`src/design/sctc_consts.vh`:
```
// Constants for the step cycle travel counter: APB map, field positions,
// reset values and timing counts. Assumes a 100 MHz system clock.
`ifndef SCTC_CONSTS_VH
`define SCTC_CONSTS_VH

// Clock rates
`define SCTC_CLK_HZ          100000000
`define SCTC_TICK_HZ         2500
`define SCTC_PWR_HZ          5000
`define SCTC_PWR_DUTY_PCT    25
`define SCTC_TICK_DIV        (`SCTC_CLK_HZ / `SCTC_TICK_HZ)
`define SCTC_PWR_DIV         (`SCTC_CLK_HZ / `SCTC_PWR_HZ)
`define SCTC_PWR_ON          ((`SCTC_PWR_DIV * `SCTC_PWR_DUTY_PCT) / 100)

// Interval times in milliseconds and their counts of 2.5 kc ticks
`define SCTC_LOCKOUT_MS      250
`define SCTC_WARMUP_MS       30
`define SCTC_MOTOR_MS        40
`define SCTC_LOCKOUT_TICKS   ((`SCTC_LOCKOUT_MS * `SCTC_TICK_HZ) / 1000)
`define SCTC_WARMUP_TICKS    ((`SCTC_WARMUP_MS * `SCTC_TICK_HZ) / 1000)
`define SCTC_MOTOR_TICKS     ((`SCTC_MOTOR_MS * `SCTC_TICK_HZ) / 1000)

// Counting chain
`define SCTC_DECADE_LAST     4'd9
`define SCTC_RING5_HOME      5'h01
`define SCTC_RING4_HOME      4'h1

// Cycle states
`define SCTC_ST_IDLE         2'd0
`define SCTC_ST_WARM         2'd1
`define SCTC_ST_COMP         2'd2

// APB register byte offsets
`define SCTC_ADDR_CTRL       12'h000
`define SCTC_ADDR_STATUS     12'h004
`define SCTC_ADDR_RINGS      12'h008
`define SCTC_ADDR_STEPS      12'h00c

// Control register fields and reset value
`define SCTC_CTRL_EN_BIT     0
`define SCTC_CTRL_CLR_BIT    1
`define SCTC_CTRL_RESET      1'b1

`endif

```
`src/design/sctc_top.v`:
```
// Step cycle control and two-channel travel accumulation with stepper drive.
// Assumes non-APB pin inputs are asynchronous to MCLK; two flops synchronise them here, one for CAL_MODE and FAST_SLEW;
// ramp, comparators, compass sensors and motor power stages sit outside.

`timescale 1ns/1ns
`include "sctc_consts.vh"

module sctc_top #(
    parameter TICK_DIV = `SCTC_TICK_DIV,         // MCLK cycles per 2.5 kc tick
    parameter PWR_DIV  = `SCTC_PWR_DIV,          // MCLK cycles per decade supply period
    parameter PWR_ON   = `SCTC_PWR_ON            // MCLK cycles of supply on-time
) (
    input  wire        MCLK,                     // system clock, 100 MHz
    input  wire        RESETN,                   // asynchronous reset, active low
    input  wire        PSEL,                     // APB select
    input  wire        PENABLE,                  // APB access phase
    input  wire        PWRITE,                   // APB write
    input  wire [11:0] PADDR,                    // APB byte address
    input  wire [31:0] PWDATA,                   // APB write data
    output wire [31:0] PRDATA,                   // APB read data
    output wire        PREADY,                   // APB ready
    output wire        PSLVERR,                  // APB error on unmapped address
    input  wire        WALK_SW,                  // walk inertial switch closed
    input  wire [1:0]  DIR_UP,                   // per channel, 1 east/north, 0 west/south
    input  wire [1:0]  CMP_ON,                   // per channel comparator on
    input  wire        RUN_MODE,                 // run mode selected
    input  wire        CAL_MODE,                 // calibrate mode selected
    input  wire        FAST_SLEW,                // fast slew selected
    output wire        RAMP_HOLD,                // hold ramp at start value
    output wire        CMP_CLAMP,                // clamp comparator outputs off
    output wire        LAMP_ON,                  // compass lamps energised
    output wire        COMPUTING,                // computation phase active
    output wire        RUN_TRIM_EN,              // run scale trim enabled
    output wire        DECADE_PWR,               // decade counter supply switch
    output wire [3:0]  MOTOR0,                   // channel 0 winding drives
    output wire [3:0]  MOTOR1                    // channel 1 winding drives
);

    function [2:0] sctc_ones;
        input [4:0] v;
        begin
            sctc_ones = {2'b00, v[0]} + {2'b00, v[1]} + {2'b00, v[2]} + {2'b00, v[3]} + {2'b00, v[4]};
        end
    endfunction

    // Loads and end counts cut to their counter widths; dividers must fit 16 bits
    localparam [31:0] TICK_LAST_W   = TICK_DIV - 1;
    localparam [31:0] PWR_LAST_W    = PWR_DIV - 1;
    localparam [31:0] PWR_ON_W      = PWR_ON;
    localparam [31:0] LOCK_TICKS_W  = `SCTC_LOCKOUT_TICKS;
    localparam [31:0] WARM_LAST_W   = `SCTC_WARMUP_TICKS - 1;
    localparam [31:0] MOTOR_TICKS_W = `SCTC_MOTOR_TICKS;
    localparam [15:0] TICK_LAST     = TICK_LAST_W[15:0];
    localparam [15:0] PWR_LAST      = PWR_LAST_W[15:0];
    localparam [15:0] PWR_ON_CNT    = PWR_ON_W[15:0];
    localparam [9:0]  LOCK_TICKS    = LOCK_TICKS_W[9:0];
    localparam [6:0]  WARM_LAST     = WARM_LAST_W[6:0];
    localparam [6:0]  MOTOR_TICKS   = MOTOR_TICKS_W[6:0];

    // Input synchronisers
    reg  [5:0]  sync1;
    reg  [5:0]  sync2;
    reg         walk_d;
    wire        walk_s   = sync2[0];
    wire [1:0]  dir_s    = sync2[2:1];
    wire [1:0]  cmp_s    = sync2[4:3];
    wire        run_s    = sync2[5];

    always @(posedge MCLK or negedge RESETN) begin
        if (!RESETN) begin
            sync1  <= 6'h00;
            sync2  <= 6'h00;
            walk_d <= 1'b0;
        end else begin
            sync1  <= {RUN_MODE, CMP_ON, DIR_UP, WALK_SW};
            sync2  <= sync1;
            walk_d <= walk_s;
        end
    end

    // Registers
    reg         ctrl_en;
    reg         soft_clr;
    reg  [15:0] step_cnt;
    reg  [31:0] prdata;
    reg         pready;
    reg         pslverr;
    reg  [1:0]  state;
    reg  [9:0]  lock_cnt;
    reg  [6:0]  warm_cnt;
    reg         comp_armed;
    wire [9:0]  ring5_v;
    wire [7:0]  ring4_v;

    wire apb_acc = PSEL & PENABLE & ~pready;
    wire apb_wr  = apb_acc & PWRITE;

    always @(posedge MCLK or negedge RESETN) begin
        if (!RESETN) begin
            ctrl_en  <= `SCTC_CTRL_RESET;
            soft_clr <= 1'b0;
            prdata   <= 32'h00000000;
            pready   <= 1'b0;
            pslverr  <= 1'b0;
        end else begin
            pready   <= apb_acc;
            soft_clr <= 1'b0;
            pslverr  <= 1'b0;
            prdata   <= 32'h00000000;
            if (apb_acc) begin
                case (PADDR)
                    `SCTC_ADDR_CTRL: begin
                        prdata <= {31'h00000000, ctrl_en};
                        if (apb_wr) begin
                            ctrl_en  <= PWDATA[`SCTC_CTRL_EN_BIT];
                            soft_clr <= PWDATA[`SCTC_CTRL_CLR_BIT];
                        end
                    end
                    `SCTC_ADDR_STATUS:
                        prdata <= {23'h000000, run_s, cmp_s, dir_s, comp_armed, (lock_cnt != 10'h000), state};
                    `SCTC_ADDR_RINGS:
                        prdata <= {4'h0, ring4_v[7:4], 3'h0, ring5_v[9:5], 4'h0, ring4_v[3:0], 3'h0, ring5_v[4:0]};
                    `SCTC_ADDR_STEPS:
                        prdata <= {16'h0000, step_cnt};
                    default:
                        pslverr <= 1'b1;
                endcase
            end
        end
    end

    // 2.5 kc tick and 5 kc decade supply strobe
    reg  [15:0] tick_div;
    reg         tick;
    reg  [15:0] pwr_div;
    reg         decade_pwr;

    always @(posedge MCLK or negedge RESETN) begin
        if (!RESETN) begin
            tick_div   <= 16'h0000;
            tick       <= 1'b0;
            pwr_div    <= 16'h0000;
            decade_pwr <= 1'b0;
        end else begin
            tick <= 1'b0;
            if (tick_div == TICK_LAST) begin
                tick_div <= 16'h0000;
                tick     <= 1'b1;
            end else begin
                tick_div <= tick_div + 16'h0001;
            end
            if (pwr_div == PWR_LAST)
                pwr_div <= 16'h0000;
            else
                pwr_div <= pwr_div + 16'h0001;
            decade_pwr <= (pwr_div < PWR_ON_CNT);
        end
    end

    // Cycle control
    wire start = walk_s & ~walk_d & ctrl_en & (lock_cnt == 10'h000) & (state == `SCTC_ST_IDLE);
    reg  [1:0]  next_state;

    always @* begin
        next_state = state;
        case (state)
            `SCTC_ST_IDLE:
                if (start)
                    next_state = `SCTC_ST_WARM;
            `SCTC_ST_WARM:
                if (tick && warm_cnt == WARM_LAST)
                    next_state = `SCTC_ST_COMP;
            `SCTC_ST_COMP:
                // Comparators need a tick after release to come on; checking earlier ends at once
                if (comp_armed && cmp_s == 2'b00)
                    next_state = `SCTC_ST_IDLE;
            default:
                next_state = `SCTC_ST_IDLE;
        endcase
        if (soft_clr)
            next_state = `SCTC_ST_IDLE;
    end

    reg ramp_hold;
    reg cmp_clamp;
    reg lamp_on;
    reg computing;
    reg run_trim_en;

    always @(posedge MCLK or negedge RESETN) begin
        if (!RESETN) begin
            state       <= `SCTC_ST_IDLE;
            lock_cnt    <= 10'h000;
            warm_cnt    <= 7'h00;
            comp_armed  <= 1'b0;
            ramp_hold   <= 1'b1;
            cmp_clamp   <= 1'b1;
            lamp_on     <= 1'b0;
            computing   <= 1'b0;
            run_trim_en <= 1'b0;
        end else begin
            state <= next_state;
            if (soft_clr) begin
                lock_cnt <= 10'h000;
            end else if (start) begin
                lock_cnt <= LOCK_TICKS;
            end else if (tick && lock_cnt != 10'h000) begin
                lock_cnt <= lock_cnt - 10'h001;
            end
            if (state != `SCTC_ST_WARM || soft_clr)
                warm_cnt <= 7'h00;
            else if (tick)
                warm_cnt <= warm_cnt + 7'h01;
            if (state != `SCTC_ST_COMP || soft_clr)
                comp_armed <= 1'b0;
            else if (tick)
                comp_armed <= 1'b1;
            ramp_hold   <= (next_state != `SCTC_ST_COMP);
            cmp_clamp   <= (next_state != `SCTC_ST_COMP);
            lamp_on     <= (next_state != `SCTC_ST_IDLE);
            computing   <= (next_state == `SCTC_ST_COMP);
            run_trim_en <= run_s;
        end
    end

    // Mode select: one decade bypassed for calibrate and fast slew
    reg fast_mode;

    always @(posedge MCLK or negedge RESETN) begin
        if (!RESETN)
            fast_mode <= 1'b0;
        else
            fast_mode <= CAL_MODE | FAST_SLEW;
    end

    // Counting channels
    // Each channel owns its registers and shows them on flat buses, one driver per bit
    wire [7:0] motor_v;
    wire [1:0] step_evt;

    genvar ch;
    generate
        for (ch = 0; ch < 2; ch = ch + 1) begin : g_chan
            reg  [3:0] dec_lo;
            reg  [3:0] dec_hi;
            reg  [4:0] ring5;
            reg  [3:0] ring4;
            reg  [6:0] mot_cnt;
            reg  [3:0] motor;
            reg        step_q;
            // Off comparators and the clamp both stop pulses from entering the chain
            wire       gated   = tick & (state == `SCTC_ST_COMP) & cmp_s[ch];
            wire       lo_wrap = gated & (dec_lo == `SCTC_DECADE_LAST);
            wire       hi_wrap = lo_wrap & (dec_hi == `SCTC_DECADE_LAST);
            wire       div_out = fast_mode ? lo_wrap : hi_wrap;
            wire [4:0] r5_next = dir_s[ch] ? {ring5[3:0], ring5[4]}
                                           : {ring5[0], ring5[4:1]};
            wire [3:0] r4_next = dir_s[ch] ? {ring4[2:0], ring4[3]}
                                           : {ring4[0], ring4[3:1]};
            wire       r5_bad  = sctc_ones(ring5) != 3'd1;
            wire       r4_bad  = sctc_ones({1'b0, ring4}) != 3'd1;
            wire       advance = div_out & ~r5_bad & (r5_next == `SCTC_RING5_HOME);

            always @(posedge MCLK or negedge RESETN) begin
                if (!RESETN) begin
                    dec_lo  <= 4'h0;
                    dec_hi  <= 4'h0;
                    ring5   <= `SCTC_RING5_HOME;
                    ring4   <= `SCTC_RING4_HOME;
                    mot_cnt <= 7'h00;
                    motor   <= 4'h0;
                    step_q  <= 1'b0;
                end else if (soft_clr) begin
                    dec_lo  <= 4'h0;
                    dec_hi  <= 4'h0;
                    ring5   <= `SCTC_RING5_HOME;
                    ring4   <= `SCTC_RING4_HOME;
                    mot_cnt <= 7'h00;
                    motor   <= 4'h0;
                    step_q  <= 1'b0;
                end else begin
                    step_q <= 1'b0;
                    if (gated)
                        dec_lo <= lo_wrap ? 4'h0 : dec_lo + 4'h1;
                    if (lo_wrap && !fast_mode)
                        dec_hi <= hi_wrap ? 4'h0 : dec_hi + 4'h1;
                    if (r5_bad)
                        ring5 <= `SCTC_RING5_HOME;
                    else if (div_out)
                        ring5 <= r5_next;
                    if (r4_bad) begin
                        ring4 <= `SCTC_RING4_HOME;
                    end else if (advance) begin
                        ring4  <= r4_next;
                        step_q <= 1'b1;
                    end
                    // Each ring4 advance restarts a timed pulse on the full new winding
                    if (advance && !r4_bad) begin
                        motor   <= r4_next;
                        mot_cnt <= MOTOR_TICKS;
                    end else if (tick && mot_cnt != 7'h00) begin
                        mot_cnt <= mot_cnt - 7'h01;
                        if (mot_cnt == 7'h01)
                            motor <= 4'h0;
                    end
                end
            end

            assign ring5_v[5*ch +: 5] = ring5;
            assign ring4_v[4*ch +: 4] = ring4;
            assign motor_v[4*ch +: 4] = motor;
            assign step_evt[ch]       = step_q;
        end
    endgenerate

    // Stepping rate is bounded by the tick: at least 50 ticks between advances, or 20 when the direction reverses
    always @(posedge MCLK or negedge RESETN) begin
        if (!RESETN)
            step_cnt <= 16'h0000;
        else if (soft_clr)
            step_cnt <= 16'h0000;
        else
            step_cnt <= step_cnt + {15'h0000, step_evt[0]} + {15'h0000, step_evt[1]};
    end

    assign PRDATA      = prdata;
    assign PREADY      = pready;
    assign PSLVERR     = pslverr;
    assign RAMP_HOLD   = ramp_hold;
    assign CMP_CLAMP   = cmp_clamp;
    assign LAMP_ON     = lamp_on;
    assign COMPUTING   = computing;
    assign RUN_TRIM_EN = run_trim_en;
    assign DECADE_PWR  = decade_pwr;
    assign MOTOR0      = motor_v[3:0];
    assign MOTOR1      = motor_v[7:4];

endmodule // sctc_top

```
`config.mk`:
```
export PLATFORM = sky130hd
export DESIGN_NAME = sctc_top
export DESIGN_NICKNAME = d
export VERILOG_FILES = /design/src/design/sctc_top.v
export VERILOG_INCLUDE_DIRS = /design/src /design/src/design
export SDC_FILE = /design/constraint.sdc
export NUM_CORES = 1
export LEC_CHECK = 0
export ABC_AREA = 1
export BUFFER_PORTS_ARGS = -buffer_cell sky130_fd_sc_hd__buf_4
export CAP_MARGIN = 25
export CORE_MARGIN = 2
export CORE_UTILIZATION = 39
export CTS_CLUSTER_SIZE = 24
export DETAILED_ROUTE_END_ITERATION = 10
export GPL_TIMING_DRIVEN = 0
export HOLD_SLACK_MARGIN = 0.02
export PLACE_DENSITY = 0.53
export SLEW_MARGIN = 20
export SYNTH_ARGS = -nofsm -noshare
export SYNTH_HDL_FRONTEND = slang
export SYNTH_SLANG_ARGS = --single-unit
export TNS_END_PERCENT = 100
```
`constraint.sdc`:
```
create_clock -name MCLK -period 3.75 [get_ports MCLK]
set_input_delay 0.1875 -clock MCLK [delete_from_list [all_inputs] [get_ports MCLK]]
set_output_delay 0.1875 -clock MCLK [all_outputs]
set_load 0.1 [all_outputs]
```
## After elaboration in Yosys (flattened, before gate mapping)

Index checks and enable logic that the tools add are counted.

- Memory bits (read-only): 0
- Memories kept: 0
- Memory bits (writable): 0
- Register bits after elaboration: 182
- Bits in latches: 0

- Mux-type cells: 73
- Equality and inequality tests: 24
- Shift-type cells: 0
- Multipliers: 0
- Reduce and logical (&&, ||, !) cells: 41
- Bitwise logic cells: 23
- Divide/modulo/power cells: 0
- Magnitude comparators: 1
- Add/sub/neg operators: 26

Operators with widths:

| cell | number |
|---|---|
| two-way mux 4 bit | 28 |
| one-hot mux 28 bit (4 select lines) | 1 |
| two-way mux 7 bit | 8 |
| two-way mux 16 bit | 3 |
| two-way mux 5 bit | 8 |
| adder 16 x 1 -> 16 bit | 2 |
| adder 16 x 1 -> 16 bit, second input constant | 2 |
| two-way mux 32 bit | 1 |
| two-way mux 10 bit | 3 |
| nonzero test 3 bit | 9 |
| equality test 12 x 4 -> 1 bit, second input constant | 2 |
| adder 3 x 1 -> 3 bit | 6 |
| bitwise AND 1 bit | 18 |
| adder 4 x 1 -> 4 bit, second input constant | 4 |
| equality test 16 x 15 -> 1 bit, second input constant | 1 |
| equality test 16 bit, second input constant | 1 |
| equality test 4 bit, second input constant | 4 |
| less-than comparator 16 x 13 -> 1 bit, second input constant | 1 |
| two-way mux 1 bit | 16 |
| equality test 7 x 1 -> 1 bit, second input constant | 2 |
| nonzero test 2 bit | 7 |
| nonzero test 7 bit | 2 |
| subtractor 7 x 1 -> 7 bit, second input constant | 2 |
| adder 2 x 1 -> 3 bit | 4 |
| other kinds (25) | 53 |

## Longest topological paths before layout

Gate-level depths: netlist (run 1).

- Depth after elaboration: 11
- Depth in mapped cells: 12
- Gate-level depth less buffers: 12

## Worst setup path after synthesis (run 1)

No wires, ideal clock.

- Kind: register -> register
- Start point: register g_chan[0].ring5[0]
- End point: register g_chan[0].mot_cnt[6]
- Clock period less this slack: 2.770 ns
- Setup slack: 0.980 ns
- Data required time: 3.684 ns
- Setup time: 0.066 ns
- Data arrival time: 2.703 ns
- Cell stages (with the launch flop): 13
- Path buffers: 0
- Cell sequence: dfstp_2 -> inv_1 -> fa_1 -> fa_1 -> inv_1 -> ha_1 -> nor3_1 -> nand2_2 -> nor2_4 -> nand3_4 -> nand3_2 -> nand3_1 -> nand2_1

- Cells in the longest elaborated chain, start to end: 11
- Elaborated cells on any way between the ends: 14
- Classes of those cells: add/sub (4); eq/ne (2); mux (3); bitwise (3); reduce/logical (2)

RTL lines:

| what | RTL line | text |
|---|---|---|
| start, declared | sctc_top.v:246 | `reg [4:0] ring5;` |
| start signal, assigned | sctc_top.v:268 | `` ring5 <= `SCTC_RING5_HOME; `` |
| start signal, assigned | sctc_top.v:276 | `` ring5 <= `SCTC_RING5_HOME; `` |
| start signal, assigned | sctc_top.v:288 | `` ring5 <= `SCTC_RING5_HOME; `` |
| adder 1 x 1 -> 2 bit | sctc_top.v:42 | `sctc_ones = {2'b00, v[0]} + {2'b00, v[1]} + {2'b00, v[2]} + {2'b00, v[3]} + {2'b00, v[4]};` |
| adder 2 x 1 -> 3 bit | sctc_top.v:42 |  |
| adder 3 x 1 -> 3 bit (2 in series) | sctc_top.v:42 |  |
| != test 3 x 1 -> 1 bit | sctc_top.v:260 | `wire r5_bad = sctc_ones(ring5) != 3'd1;` |
| inverter 1 bit | sctc_top.v:262 | `` wire advance = div_out & ~r5_bad & (r5_next == `SCTC_RING5_HOME); `` |
| bitwise AND 1 bit | sctc_top.v:262 |  |
| bitwise AND 1 bit * | sctc_top.v:262 |  |
| logical AND 1 bit * | sctc_top.v:298 | `if (advance && !r4_bad) begin` |
| two-way mux 7 bit | sctc_top.v:298 |  |
| two-way mux 7 bit | sctc_top.v:273 | `end else if (soft_clr) begin` |
| end signal, assigned | sctc_top.v:302 | `mot_cnt <= mot_cnt - 7'h01;` |
| end, declared | sctc_top.v:248 | `reg [6:0] mot_cnt;` |

Mark *: on every way between the ends. The rest lies on a longest branch, timed or not.
A chain may end at the register's enable or synchronous reset.

## Worst setup path after layout (run 1)

Ends and elaborated chain as after synthesis.

==> qor.yml, run 1 <==
syn_avg_cell_area_um2: 8.47
placed_cells: 1404
fp.dieW_um: 155
die_area_um2: 23900
post-cts-setup-buffers: 0
ir_drop_uv: 285
start_util: 0.394
maxCapViolations: 0
grt_max_degree: 78
p_leak_uw: 0.00530
cp.required_ns: 4.11
synth_cells: 1044
final-setup-viol-count: 0
drv_slew: 0
cts_buffer_depth: 2
worst_pin_slew_ns: 0.735
status: "complete, no violations"
powerDensity_nw_per_um2: 376
synth_area_um2: 8840
fin_cells: 1448
fp-row-count: 55
fin_setup_tns_ns: 0
cts_sinks: 175
finalCritPeriodShare: 0.819
synth_flop_cell: "dfrtp_1"
gp_congestion: 0.823
grt_setup_unrepaired: "no"
cts-resized-gates: 0
skew_ns: 0.0112
clkLatencyLatePin_ns: 0.43
synth_cell_type_count: 52
layout-drive-gt1-share: 0.138
viasPerCell: 4.82
drt-total-wl_um: 19300
ant_nets: 0
overflow: 0
synth-seq-area-share: 0.496
path_clk_slew_ns: 0.07
final_util: 0.467
async_reset_ff_frac: 1.00
path_class: "reg -> reg"
dp_hpwl_um: 14000
antenna_found_initial: 0
critical_path_buf_inv_count: 2
fmax_ghz: 0.326
antenna_cells: 0
place_area_um2: 9780
p_total_uw: 3940
cts_root_buf: "clkbuf_16"
cts_buffers: 17
ys_seq_elements: 175
synth-edff-count: 0
layout_common_cells: "nand2_1, dfrtp_1, inv_1"
slew_headroom: 0.510
syn_to_final_growth_pct: 18.6
min_period_ns: 3.07
io_pins: 105
hold_viol_final: 0
dr.pass1.iters: 5
htree_levels: 4
min_path_type: "in -> reg"
vias: 6974
wl_per_cell_um: 13.3
startpoint_type: "flip-flop"
design_area_um2: 10500
synth_warnings: 0
crit_chain: "inv_1 -> fa_1 -> fa_1 -> inv_1 -> ha_1 -> nor3_1 -> nand2_2 -> nor2_4 -> nand3_4 -> nand3_2 -> nand3_1 -> nand2_1"
cpMaxStageDelayCell: "dfstp_2"
grt_pass1_wl_um: 33000
crit_fanout: 8
portBuffers: 67
drtIter0Drc: 316
drc: 0
cts_tree: "done"
grt_pass1_vias: 6776
final_nets: 1241
critical_path.endpoint_type: "flip-flop"
crit_arrival_ns: 3.43
final_common_cell: "nand2_1"
die_h_um: 155
core-area_um2: 22400
critPathMaxStageDelay_ns: 0.54
path_delay_family: "simple AND/OR/NAND/NOR gates"
hold_buffers: 12
grtUsageTotal: 0.171
-- area by class of cell --
type	count	area, µm²
timing repair buffer	81	686
clock inverter	15	151
fill	2218	12000
sequential	175	4390
buffer	23	135
clock buffer	17	425
tap	285	357
multi-input combinational	692	3740
inverter	160	602
-- tightest hold or removal path, stage by stage --
cell,delay (ns)
buf_4,0.10
nand2_1,0.05
nor2_1,0.10
-- kinds of logic after synthesis --
kind of cell | count (synthesis) | share of synthesized area
adders and majority gates | 34 | 0.0541
muxes | 1 | 0.00113
xor gates and xnor gates | 29 | 0.0287
buffers and inverters | 183 | 0.0834
AOI/OAI and AO/OA | 136 | 0.0845
DFF | 175 | 0.496
other | 1 | 0.000424
and+or+nand+nor | 485 | 0.251
-- metrics by stage --
| stage | setup slack, ns | hold slack, ns |
|---|---|---|
| final | 0.680 | 0.0747 |
| after global routing | 0.469 | 0.0989 |
| after CTS | 0.680 | 0.0776 |
| after detailed placement | 0.685 | 0.107 |
| after global placement | 0.670 | 0.297 |
| after floorplan | 0.980 | -0.108 |
-- report_power, final --
part | internal (µW) | switching (µW)
clock | 937 | 819
sequential | 1910 | 17.1
combinational | 80.0 | 178
-- registers in the layout (all words and copies together), names as in the netlist, 10 cells and up --
signal and cells:
PRDATA 25, pwr_div 16, g_chan.ring5 10, lock_cnt 10
g_chan.mot_cnt 14, step_cnt 16, tick_div 16
-- synthesized netlist by cell type (all sizes together), types with 7 or more instances --
library cell  count  area, µm²
a21oi            44        224
buf              19        120
dfrtp           169       4230
fa                7        140
ha               27        338
inv             159        597
nand2           187        719
nand3            62        338
nand4            36        253
nor2            139        571
nor3             45        235
o21ai            68        348
o22ai            11       68.8
xor2             26        228
-- layer usage --
layer  wire length [µm]  up-vias  global-route usage  part of all wire
li1                   -     3575                   -                 -
met1               9580     3286               0.237              0.50
met2               8890       96               0.277              0.46
met3                610       17              0.0317             0.032
met4                219        0              0.0428             0.011
met5                  0        -                   0                 0
-- worst paths after layout --
kind,endpoint,depth (start not counted),slack (ns),from
max,g_chan[0].mot_cnt[6],12,0.68,g_chan[0].ring5[0]
min,PREADY,3,0.07,PENABLE
max reg2reg,g_chan[0].mot_cnt[6],12,0.68,g_chan[0].ring5[0]
min reg2reg,sync2[1],0,0.35,sync1[1]
max in group asynchronous,g_chan[1].ring4[0],4,2.48,RESETN
min in group asynchronous,warm_cnt[0],2,0.24,RESETN
No activity file was read; power rests on OpenSTA's default activity.
==> inputs of run 2 (changes only) <==
--- a/config.mk
+++ b/config.mk
@@ -15,7 +15,7 @@
 export DETAILED_ROUTE_END_ITERATION = 10
 export GPL_TIMING_DRIVEN = 0
 export HOLD_SLACK_MARGIN = 0.02
-export PLACE_DENSITY = 0.53
+export PLACE_DENSITY = 0.55
 export SLEW_MARGIN = 20
 export SYNTH_ARGS = -nofsm -noshare
 export SYNTH_HDL_FRONTEND = slang
==> constraint.sdc (replaced) <==
create_clock -name MCLK -period 2.75 [get_ports MCLK]
set_input_delay 0.1375 -clock MCLK [delete_from_list [all_inputs] [get_ports MCLK]]
set_output_delay 0.1375 -clock MCLK [all_outputs]
set_load 0.1 [all_outputs]
==> run 2 against run 1 <==
  * Maximum frequency rose by 12%
  * Sequential power rose by 36%
  * First-iteration DRC count fell by 16%
==> qor.yml, run 2 (synthesis results as in run 1) <==
cp.required_ns: 3.11  # -1.00 ns
min_period_ns: 2.73  # -0.338 ns
worst_pin_slew_ns: 0.672  # -0.0633 ns
place_area_um2: 9790  # about the same
cpMaxStageDelayCell: "dfstp_2"
largest_reg_flops: 25  # unchanged
crit_chain: "inv_2 -> fa_1 -> fa_2 -> inv_2 -> ha_4 -> nor3_4 -> nand2_2 -> nor2_4 -> nand3_4 -> nand3_4 -> nand3_2 -> nand2_1"
swShare: 0.244  # -0.0132
comb_power_share: 0.065  # about the same
vias: 7027  # +0.76%
layout_common_cells: "nand2_1, dfrtp_1, inv_1"
ir_drop_uv: 358  # +26%
dr.pass1.iters: 5  # unchanged
maxCapViolations: 0  # unchanged
core-area_um2: 22400  # unchanged
critical_path.endpoint_type: "flip-flop"
ant_nets: 0  # unchanged
status: "complete, no violations"
cts_tree: "done"
grt_pass1_vias: 6794  # +0.27%
io_pins: 105  # unchanged
cts_buffer_depth: 2  # unchanged
clkLatencyLatePin_ns: 0.43  # about the same
fp.dieW_um: 155  # unchanged
portBuffers: 67  # unchanged
hold-worst-slack_ns: 0.0467  # -0.0280 ns
antenna_cells: 0  # unchanged
pre_cts_ws_ns: -0.216  # -0.902 ns
drv_slew: 0  # unchanged
cts_root_buf: "clkbuf_16"
drtIter0Drc: 267  # -16%
viasPerCell: 4.82  # +0.14%
powerDensity_nw_per_um2: 511  # +36%
final_common_cell: "nand2_1"
min_path_type: "in -> reg"
p_total_uw: 5460  # +38%
fp-row-count: 55  # unchanged
path_class: "reg -> reg"
crit_arrival_ns: 3.10  # -0.33 ns
gp_congestion: 0.819  # -0.46%
grt_setup_unrepaired: "yes"
fmax_ghz: 0.366  # +12%
timing.final.ws_setup_ns: 0.0177  # -0.662 ns
wl_per_cell_um: 13.3  # -0.33%
grtUsageTotal: 0.173  # +0.00177
cts_sinks: 175  # unchanged
grt_pass1_wl_um: 33300  # +0.90%
cts_buffers: 17  # unchanged
drc: 0  # unchanged
start_util: 0.394  # unchanged
switching_power_uw: 1330  # +31%
final-setup-viol-count: 0  # unchanged
syn_to_final_growth_pct: 20.8
clock_power_share: 0.453  # +0.008
final_nets: 1250  # +0.73%
die_h_um: 155  # unchanged
p_seq_frac: 0.482  # -0.007
critPathMaxStageDelay_ns: 0.54  # about the same
grt_max_degree: 77  # -1.3%
drt-total-wl_um: 19400  # +0.28%
min_delay_path_depth: 3  # unchanged
layout-drive-gt1-share: 0.157  # +0.0194
r2r_cells: 12  # unchanged
dp_hpwl_um: 14000  # about the same
design_area_um2: 10700  # +1.8%
p_leak_uw: 0.00536  # +1.1%
die_area_um2: 23900  # unchanged
path_clk_slew_ns: 0.07  # about the same
htree_levels: 4  # unchanged
startpoint_type: "flip-flop"
antenna_found_initial: 0  # unchanged
finalCritPeriodShare: 0.994  # +0.175
skew_ns: 0.00995  # -0.00122 ns
filler_cell_count: 2176  # -1.9%
p_int_uw: 4130  # +41%
overflow: 0  # unchanged
slew_headroom: 0.552  # +0.0422
crit_fanout: 7  # -1
hold_viol_final: 0  # unchanged
## run 2: final timing paths
kind | endpoint | slack [ns] | from
max in group asynchronous | g_chan[0].ring4[0] | 1.57 | RESETN
setup reg to reg | g_chan[0].mot_cnt[6] | 0.02 | g_chan[0].ring5[0]
hold / removal | PREADY | 0.05 | PENABLE
min in group asynchronous | warm_cnt[6] | 0.16 | RESETN
hold reg to reg | sync2[2] | 0.35 | sync1[2]
setup / recovery | g_chan[0].mot_cnt[6] | 0.02 | g_chan[0].ring5[0]
## run 2: routing by layer
metal,GRT usage,routed length (µm)
met5,0,0
met1,0.237,9430
met4,0.0397,187
met3,0.0345,703
met2,0.283,9040
## run 2: per-stage QoR
step                cells  TNS (ns)   util
floorplan            1050         0      -
global placement     1402     -3.93  0.434
detailed placement   1404     -4.79  0.436
CTS                  1453         0  0.473
global route         1457     -1.21  0.476
finish               1457         0  0.476
## run 2: cell type report
type	instances	area [µm²]	share of cell area
inverters	160	604	0.0566
flip-flops and latches	175	4390	0.411
multi-input cells	692	3830	0.359
repair buffers	90	757	0.0709
plain buffers	23	135	0.0127
well taps	285	357	0.0334
clock buffers	20	457	0.0428
clock inverters	12	146	0.0137
## run 2: repair_timing
| item | 4_1_cts | 5_1_grt |
|---|---|---|
| hold buffers | 12 | 0 |
| cloned | 0 | 0 |
| pin swaps | 6 | 11 |
| endpoints found under the hold margin | 107 | 0 |
| buffers inserted | 5 | 4 |
| endpoints found under the setup margin | 35 | 39 |
| resized for setup | 11 | 13 |
## run 2: power groups by stage
stage          Combinational, µW  Sequential, µW  Clock [µW]
2_1_floorplan                177            2710           0
3_3_place_gp                 334            2680           0
3_5_place_dp                 347            2680           0
4_1_cts                      361            2630        2560
5_1_grt                      399            2630        2680
6_report                     355            2630        2470
## run 2: critical path: cells and delay by family (launching register included)
family	cells	cell delay (ns)
AND/OR/NAND/NOR	7	1.01
adder cells (fa/ha/maj)	3	1.00
flip-flops	1	0.54
buffers and inverters	2	0.12
